`src/design/rtb_pkg.sv`:
```
// Purpose: Constants and types for the indirect-access real-time counter
// Assumes: One 10 MHz system clock, oscillator ticks arrive as inputs
// Notes:   Internal register indices are the block's own layout
package rtb_pkg;
  // Special-function addresses of the two host registers
  localparam logic [7:0] ADDR_REG_OFS  = 8'hac;
  localparam logic [7:0] DATA_REG_OFS  = 8'had;
  // Field positions in the indirect address register
  localparam int         BUSY_BIT      = 7;
  localparam int         AUTO_BIT      = 6;
  localparam int         UNUSED_BIT    = 5;
  localparam int         SHORT_BIT     = 4;
  localparam logic [7:0] ADDR_RESET    = 8'h00;
  localparam logic [7:0] DATA_RESET    = 8'h00;
  // Internal register indices
  localparam logic [3:0] IX_CAPTURE0   = 4'h0;
  localparam logic [3:0] IX_CAPTURE3   = 4'h3;
  localparam logic [3:0] IX_CONTROL    = 4'h4;
  localparam logic [3:0] IX_OSC_CTRL   = 4'h5;
  localparam logic [3:0] IX_LOAD_CAP   = 4'h6;
  localparam logic [3:0] IX_EVT_CFG    = 4'h7;
  localparam logic [3:0] IX_ALARM0     = 4'h8;
  localparam logic [3:0] IX_ALARM3     = 4'hb;
  // Control register field positions
  localparam int         CTL_RUN       = 0;
  localparam int         CTL_SNAP      = 1;
  localparam int         CTL_SET       = 2;
  localparam int         CTL_ALM_EN    = 3;
  localparam int         CTL_ALM_FLAG  = 4;
  localparam int         CTL_MISS_FLAG = 5;
  localparam int         CTL_CLKOUT    = 6;
  localparam int         CTL_MISS_EN   = 7;
  // Oscillator control field positions
  localparam int         OSC_CRYSTAL_MODE_SELECT     = 0;
  localparam int         OSC_BIAS      = 1;
  localparam int         OSC_LFO       = 2;
  // Event config: bit0 alarm->reset, bit1 missing->reset
  localparam int         EVT_ALM_RST   = 0;
  localparam int         EVT_MISS_RST  = 1;
  // Transfer latency in system cycles, normal and short strobe
  localparam logic [2:0] XFER_LONG     = 3'h4;
  localparam logic [2:0] XFER_SHORT    = 3'h1;
  // Missing-oscillator timeout in microseconds and derived cycles
  localparam int         CLK_MHZ       = 10;
  localparam int         MISS_US       = 1000;
  localparam int         MISS_CYC      = MISS_US * CLK_MHZ;
  // Indirect interface state
  typedef enum logic [2:0] {
    ST_IDLE  = 3'b001,
    ST_READ  = 3'b010,
    ST_WRITE = 3'b100
  } rtb_state_e;
  // Host bus request bundle
  typedef struct packed {
    logic       wr;
    logic       rd;
    logic [7:0] addr;
    logic [7:0] wdata;
  } rtb_req_s;
endpackage : rtb_pkg

```
`src/design/rtb_timebase.sv`:
```
// Purpose: 32-bit real-time counter with alarm behind indirect registers
// Assumes: Oscillator ticks are one-cycle pulses synchronous to I_CLK
// Notes:   Pins osc_pin_a/b and analog oscillator are modelled as controls
//
// Functional notes
// - 32-bit free-running counter with alarm compare
// - Sixteen-level load capacitance field
// - Counter keeps running in power-down
// - Oscillator buffered out to a pin
// - Alarm and missing events, wake or reset
// - Bit 7 busy; writing 1 starts read
// - Bit 5 unused, reads zero
// - Bit 4 enables short strobe
// - Low four bits select internal register
// - Auto-increment after snapshot or alarm access
// - Data register carries selected byte
// - Crystal select zero shorts oscillator pins unless low-freq osc selected
// - Bias select picks 20 or 40 kHz
// - Low-freq enable selects internal oscillator
// - Low-freq ticks increment at bit 1
// - Low-freq oscillator about 16.4 kHz, no parts
`timescale 1ns/1ps
`default_nettype none
module rtb_timebase
  import rtb_pkg::*;
#(
  parameter int MISS_CYCLES = MISS_CYC  // Missing-clock timeout
) (
  input  wire logic       I_CLK,        // System clock
  input  wire logic       I_NRST,       // Synchronous reset, active low
  input  wire rtb_req_s   I_REQ,        // Host register access
  input  wire logic       I_XTAL_TICK,  // Crystal/self-osc tick
  input  wire logic       I_LFO_TICK,   // Internal low-freq osc tick
  input  wire logic       I_PWR_DOWN,   // Deepest power-down active
  output logic [7:0]      O_RDATA,      // Host read data
  output logic            O_OSC_OUT,    // Buffered oscillator to pin
  output logic            O_PIN_SHORT,  // Oscillator pins joined
  output logic            O_BIAS_X2,    // Bias doubling select
  output logic            O_LFO_ON,     // Internal osc enable
  output logic [3:0]      O_LOAD_CAP,   // Load capacitance level
  output logic            O_WAKE,       // Wake request pulse
  output logic            O_RESET_REQ   // Reset request pulse
);
  // Host register state
  logic [7:0]  adr;                     // Indirect address register
  logic [7:0]  dat;                     // Indirect data register
  rtb_state_e  state;                   // Interface state
  logic [2:0]  wait_cnt;                // Transfer latency counter
  // Internal registers
  logic [31:0] count;                   // Time-keeping counter
  logic [31:0] snap;                    // Snapshot of counter
  logic [31:0] alarm;                   // Alarm compare value
  logic [7:0]  ctl;                     // Control byte
  logic [7:0]  osc;                     // Oscillator control byte
  logic [7:0]  cap;                     // Load cap byte
  logic [7:0]  evt;                     // Event routing byte
  logic [$clog2(MISS_CYCLES+1)-1:0] miss_cnt; // Ticks-absent counter
  logic        osc_q;                   // Output toggle
  // Decoded helpers
  logic        sel_lfo;                 // Low-freq source selected
  logic        tick;                    // Source tick this cycle
  logic        alarm_hit;               // Compare match event
  logic        miss_hit;                // Missing-clock event
  logic        autoinc;                 // Address targets snap/alarm
  logic        wr_adr;                  // Host writes address reg
  logic        wr_dat;                  // Host writes data reg
  logic [7:0]  rd_byte;                 // Internal read mux
  logic [1:0]  lane;                    // Byte lane in 32-bit regs

  assign sel_lfo  = osc[OSC_LFO];
  assign tick     = sel_lfo ? I_LFO_TICK : I_XTAL_TICK;
  assign wr_adr   = I_REQ.wr && (I_REQ.addr == ADDR_REG_OFS);
  assign wr_dat   = I_REQ.wr && (I_REQ.addr == DATA_REG_OFS);
  assign lane     = adr[1:0];
  assign autoinc  = (adr[3:0] <= IX_CAPTURE3) ||
                    (adr[3:0] >= IX_ALARM0 && adr[3:0] <= IX_ALARM3);
  assign alarm_hit = ctl[CTL_ALM_EN] && tick && (count == alarm);
  assign miss_hit  = ctl[CTL_MISS_EN] &&
                     (miss_cnt == MISS_CYCLES[$bits(miss_cnt)-1:0]);

  // Internal register read mux
  always_comb begin
    rd_byte = 8'h00;
    if (adr[3:0] <= IX_CAPTURE3) begin
      rd_byte = snap[lane*8 +: 8];
    end else if (adr[3:0] >= IX_ALARM0 && adr[3:0] <= IX_ALARM3) begin
      rd_byte = alarm[lane*8 +: 8];
    end else begin
      unique case (adr[3:0])
        IX_CONTROL:  rd_byte = ctl;
        IX_OSC_CTRL: rd_byte = osc;
        IX_LOAD_CAP: rd_byte = cap;
        IX_EVT_CFG:  rd_byte = evt;
        default:     rd_byte = 8'h00;   // Unmapped index
      endcase
    end
  end

  // Host read data, registered
  always_ff @(posedge I_CLK) begin
    if (!I_NRST) begin
      O_RDATA <= 8'h00;
    end else if (I_REQ.rd) begin
      if (I_REQ.addr == ADDR_REG_OFS) begin
        O_RDATA <= {state != ST_IDLE, adr[6], 1'b0, adr[4:0]};
      end else if (I_REQ.addr == DATA_REG_OFS) begin
        O_RDATA <= dat;
      end else begin
        O_RDATA <= 8'h00;               // Not ours
      end
    end
  end

  // Indirect interface sequencer
  always_ff @(posedge I_CLK) begin
    if (!I_NRST) begin
      state    <= ST_IDLE;
      wait_cnt <= 3'h0;
    end else begin
      unique case (state)
        ST_IDLE: begin
          // A start written with the address takes its own strobe length
          wait_cnt <= (wr_adr ? I_REQ.wdata[SHORT_BIT] : adr[SHORT_BIT])
                      ? XFER_SHORT : XFER_LONG;
          if (wr_adr && I_REQ.wdata[BUSY_BIT]) begin
            state <= ST_READ;
          end else if (wr_dat) begin
            state <= ST_WRITE;
          end
        end
        ST_READ, ST_WRITE: begin
          if (wait_cnt == 3'h1) begin
            state <= ST_IDLE;
          end else begin
            wait_cnt <= wait_cnt - 3'h1;
          end
        end
        default: state <= ST_IDLE;
      endcase
    end
  end

  // Address and data registers
  always_ff @(posedge I_CLK) begin
    if (!I_NRST) begin
      adr <= ADDR_RESET;
      dat <= DATA_RESET;
    end else if (state == ST_IDLE) begin
      if (wr_adr) begin
        adr <= {1'b0, I_REQ.wdata[AUTO_BIT], 1'b0,
                I_REQ.wdata[SHORT_BIT:0]};
      end
      if (wr_dat) begin
        dat <= I_REQ.wdata;
      end
    end else if (wait_cnt == 3'h1) begin
      if (state == ST_READ) begin
        dat <= rd_byte;
      end
      if (autoinc) begin
        adr[3:0] <= adr[3:0] + 4'h1;
      end
    end
  end

  // Internal register writes at transfer end
  always_ff @(posedge I_CLK) begin
    if (!I_NRST) begin
      alarm <= 32'h0000_0000;
      ctl   <= 8'h00;
      osc   <= 8'h00;
      cap   <= 8'h00;
      evt   <= 8'h00;
    end else begin
      if (state == ST_WRITE && wait_cnt == 3'h1) begin
        if (adr[3:0] >= IX_ALARM0 && adr[3:0] <= IX_ALARM3) begin
          alarm[lane*8 +: 8] <= dat;
        end
        unique case (adr[3:0])
          IX_CONTROL:  ctl <= dat;
          IX_OSC_CTRL: osc <= dat;
          IX_LOAD_CAP: cap <= dat;
          IX_EVT_CFG:  evt <= dat;
          default:     ;
        endcase
      end else begin
        ctl[CTL_SNAP] <= 1'b0;          // Strobes self-clear
        ctl[CTL_SET]  <= 1'b0;
      end
      if (alarm_hit) begin
        ctl[CTL_ALM_FLAG] <= 1'b1;      // Set wins over clear
      end
      if (miss_hit) begin
        ctl[CTL_MISS_FLAG] <= 1'b1;
      end
    end
  end

  // Counter, runs regardless of power-down
  always_ff @(posedge I_CLK) begin
    if (!I_NRST) begin
      count <= 32'h0000_0000;
      snap  <= 32'h0000_0000;
    end else begin
      if (ctl[CTL_SET]) begin
        count <= snap;
      end else if (ctl[CTL_RUN] && tick) begin
        count <= count + (sel_lfo ? 32'h2 : 32'h1);
      end
      if (ctl[CTL_SNAP]) begin
        snap <= count;
      end else if (state == ST_WRITE && wait_cnt == 3'h1 &&
                   adr[3:0] <= IX_CAPTURE3) begin
        snap[lane*8 +: 8] <= dat;
      end
    end
  end

  // Missing-oscillator watchdog
  always_ff @(posedge I_CLK) begin
    if (!I_NRST) begin
      miss_cnt <= '0;
    end else if (tick || !ctl[CTL_MISS_EN] || miss_hit) begin
      miss_cnt <= '0;
    end else begin
      miss_cnt <= miss_cnt + 1'b1;
    end
  end

  // Oscillator controls, buffered output and event routing
  always_ff @(posedge I_CLK) begin
    if (!I_NRST) begin
      osc_q       <= 1'b0;
      O_OSC_OUT   <= 1'b0;
      O_PIN_SHORT <= 1'b0;
      O_BIAS_X2   <= 1'b0;
      O_LFO_ON    <= 1'b0;
      O_LOAD_CAP  <= 4'h0;
      O_WAKE      <= 1'b0;
      O_RESET_REQ <= 1'b0;
    end else begin
      if (tick) begin
        osc_q <= ~osc_q;
      end
      O_OSC_OUT   <= ctl[CTL_CLKOUT] & osc_q;
      O_PIN_SHORT <= ~osc[OSC_CRYSTAL_MODE_SELECT] & ~sel_lfo;
      O_BIAS_X2   <= osc[OSC_BIAS];
      O_LFO_ON    <= sel_lfo;
      O_LOAD_CAP  <= cap[3:0];
      O_WAKE      <= I_PWR_DOWN &
                     ((alarm_hit & ~evt[EVT_ALM_RST]) |
                      (miss_hit & ~evt[EVT_MISS_RST]));
      O_RESET_REQ <= (alarm_hit & evt[EVT_ALM_RST]) |
                     (miss_hit & evt[EVT_MISS_RST]);
    end
  end
endmodule : rtb_timebase
`default_nettype wire

```
`config.mk`:
```
export PLATFORM = sky130hd
export DESIGN_NAME = rtb_timebase
export DESIGN_NICKNAME = d
export VERILOG_FILES = /design/src/design/rtb_pkg.sv /design/src/design/rtb_timebase.sv
export SDC_FILE = /design/constraint.sdc
export NUM_CORES = 1
export LEC_CHECK = 0
export ABC_CLOCK_PERIOD_IN_PS = 5200
export BUFFER_PORTS_ARGS = -buffer_cell sky130_fd_sc_hd__buf_2
export CAP_MARGIN = 20
export CELL_PAD_IN_SITES_DETAIL_PLACEMENT = 1
export CELL_PAD_IN_SITES_GLOBAL_PLACEMENT = 2
export CORE_MARGIN = 8
export CORE_UTILIZATION = 41
export CTS_BUF_LIST = sky130_fd_sc_hd__clkbuf_16
export DETAILED_ROUTE_END_ITERATION = 7
export PLACE_DENSITY_LB_ADDON = 0.1
export SYNTH_ARGS = -nofsm -noshare
export SYNTH_HDL_FRONTEND = slang
export SYNTH_SLANG_ARGS = --single-unit
```
`constraint.sdc`:
```
create_clock -name I_CLK -period 5.2 [get_ports I_CLK]
set_clock_uncertainty 0.1 [all_clocks]
set_input_delay 0 -clock I_CLK [delete_from_list [all_inputs] [get_ports I_CLK]]
set_output_delay 0 -clock I_CLK [all_outputs]
set_load 0.005 [all_outputs]
```
==> key figures <==
Logic synthesis
  – Count of cell types in the netlist: between 50 and 60
  – Yosys reg bits: around 180
  – Syn avg cell area: a little under 9 um^2
  – Post-synthesis sequential area ratio: about two fifths
  – Asr flop ratio synth: 0%
  – Post-synth EDFFs: 0
  – Yosys top cell area share: about two fifths
  – Cell count after synthesis: ~1000
  – Post-Syn Nets: approximately 1100
  – Synth Flop Type: dfxtp_1
  – Mapped Area: approximately 0.0089 mm^2
  – Area leader, netlist: dfxtp_1
  – Area contributors post-synth: dfxtp_1 41%, a21oi_1 4.7%, mux2i_1 4.4%
  – Warnings, synthesis: 0

Layout
  – Design area: roughly 0.01 mm^2
  – Multi-input logic area: between 0.004 and 0.005 mm^2
  – Layout fillers: 2513
  – Final core utilization: a little under half
  – Reg area: between 0.003 and 0.004 mm^2
  – Area Overhead vs Synth: 12.9%
  – Final Net Count: roughly 1100
  – Antenna cells: 0
  – Layout cell share with drive strength beyond 1: 12.1%

Routing
  – Final Routed Wirelength: roughly 30000 um
  – Metal3 WL: between 1500 and 2000 um
  – Wl on met1: 13300 um
  – Vias: 7854
  – Routed length on met2: 14200 um
  – DRC marker count from the first detailed-route iteration: roughly 700
  – Residual DRC: 0
  – Top routing layer in use: met4
  – Vias per cell: around 6
  – Router iterations before antenna repair: 7
  – Avg WL per Cell: between 20 and 25 um
  – Post-DRT Antenna Nets: 0

Timing
  – Final Max Tran Viols: 0
  – Unrepaired setup endpoints after global routing: false
  – Fin crit period: 3.41 ns
  – Slew @ Worst Pin: a little over 1 ns
  – Fin Setup TNS: 0 ns
  – Worst slew margin: about 31%
  – Final Hold Viols: 0
  – FMAX: 293 MHz
  – Final period utilization: 65.7%
  – Final setup vio count: 0

Clock tree
  – H-tree depth: 4
  – # resized after CTS: 0
  – Clock buffer depth: 2
  – Skew-Pair Late Insertion Delay: between 0.4 and 0.5 ns
  – CTS sink cnt: 181
  – CTS tree: yes
  – CTS Buf Count: 17
  – Clk pin slew, worst setup/hold paths: roughly 0.080 ns
  – Clock root buffer: clkbuf_16

Worst hold path
  – Worst Hold Class: in2reg

Global routing
  – Initial antenna violation count: 0
  – Largest net degree at the start of global routing: 83
  – Vias in the first global route: 7857
  – GRT Total Usage: 23.1%
  – Grt ovf: 0
  – First-pass GRT wire length: roughly 47000 um

Die
  – CORE AREA: 0.0211 mm^2
  – Die area: roughly 0.027 mm^2
  – Initial core utilization: around two fifths
  – Die height: approximately 160 um
  – Ports: 41
  – Placement row count: 53
  – Die extent in x: 163 um

Setup path
  – CP Class: reg2reg
  – CP max FO: 18
  – Largest stage delay, worst path: approximately 0.96 ns
  – Cell mode on critical path: inv_1
  – CP Cell Sequence: inv_1 > ha_1 > nor3b_2 > nand2_1 > nor3_2 > a222oi_1 > inv_1
  – Worst path required time: ~5.5 ns
  – Worst path arrival time: 3.70 ns
  – Reg2reg setup slack: about 1.8 ns
  – Crit path launch type: register
  – Crit. End Element: register
  – Critical-path top delay cell: dfxtp_1

Power and ir drop
  – PD cells: around 280 mW/mm^2
  – Leak: approximately 3.8 nW
  – Total power: 2.80 mW
  – Worst vdd ir: 211 uV

Run status
  – Status: finished, final reports clean

Place
  – Port Buf Inserts: 40
  – Post-DP Area: just over 0.009 mm^2
  – GP Congestion: about 0.86
  – Detailed placement HPWL: roughly 21000 um

Job
  – Max Cap Violations: 0
## cell usage after synthesis (22+ instances only)
master    number
nand4_1       26
xnor2_1       43
clkbuf_1      51
o21ai_0       49
dfxtp_1      181
nor2_1        94
inv_1         54
nand3_1       56
mux2i_1       39
a222oi_1      32
a21oi_1       83
nand2_1       69
xor2_1        22
## registers in the layout, summed over array words and instances (netlist names), 3 cells and up
register and flops:
dat 8, alarm 32, snap 32, O_RDATA 8, evt 8, count 32, cap 8, wait_cnt 3
ctl 8, O_LOAD_CAP 4, osc 8, miss_cnt 14, state 3, adr 6
## worst max-delay path, delay by kind of cell, from the launching register on
family | cells | cell delay [ns]
adder cells (fa/ha/maj) | 1 | 0.53
AO/OA/AOI/OAI | 1 | 0.18
AND/OR/NAND/NOR | 3 | 1.16
flip-flops | 1 | 0.96
buffers and inverters | 2 | 0.43
## where the power goes
| part | total, mW | internal (mW) | switching (mW) | leakage, nW |
|---|---|---|---|---|
| clock network | 1.34 | 0.691 | 0.650 | 0.291 |
| logic | 0.0723 | 0.0263 | 0.0460 | 2.01 |
| registers | 1.39 | 1.39 | 0.00314 | 1.46 |
| total | 2.80 | 2.10 | 0.700 | 3.76 |
## logic make-up (layout without fill, tap and decap cells)
group,Yosys count,in the layout,synth area share (%)
AOI/OAI and AO/OA,232,232,16.8
xor gates and xnor gates,65,65,6.43
adders and majority gates,13,13,1.92
buffers and inverters,124,154,5.44
DFF,181,181,40.9
muxes,65,65,8.76
and+or+nand+nor,338,338,19.7
## worst paths after layout
path	startpoint	endpoint	cells past startpoint
hold / removal	I_REQ[14]	dat[6]	6
setup reg to reg	adr[0]	snap[23]	7
hold reg to reg	adr[6]	adr[6]	2
setup / recovery	adr[0]	snap[23]	7
## through the flow
| stage | instances | hold WS [ns] | setup slack (ns) |
|---|---|---|---|
| after detailed placement | 1270 | 0.129 | 1.84 |
| after global routing | 1323 | 0.0552 | 1.50 |
| after CTS | 1322 | 0.00139 | 1.81 |
| final | 1323 | 0.00559 | 1.79 |
| after floorplan | 1018 | 0.0138 | 2.68 |
| after global placement | 1269 | 0.119 | 1.94 |
## layout by cell type (no fill, tap or decap), drive strengths merged, types with 20 or more instances in the layout
| cell | instances |
|---|---|
| dfxtp | 181 |
| nor2 | 94 |
| a21oi | 83 |
| nand2 | 69 |
| inv | 61 |
| nand3 | 56 |
| o21ai | 49 |
| buf | 48 |
| xnor2 | 43 |
| mux2i | 40 |
| a222oi | 32 |
| nand4 | 27 |
| xor2 | 22 |
| nor3 | 22 |
| dlygate4sd3 | 20 |
## metal layers
metal	global-route usage, %	vias up
met5	0	-
met4	9.84	0
met3	4.65	62
met2	37.1	219
met1	29.6	3874
li1	-	3699
## what timing repair did
action	4_1_cts	5_1_grt
endpoints found under the hold margin	33	0
setup buffers	0	0
hold buffers	20	0
## area by class of cell
type                    instances  share of cell area (%)
multi-input cells             713                    47.5
flip-flops and latches        181                    36.3
repair buffers                 68                    4.68
clock buffers                  17                    4.26
well taps                     275                    3.44
inverters                      54                    2.03
clock inverters                15                    1.83
Note: power is estimated with default switching activity, not from simulation.
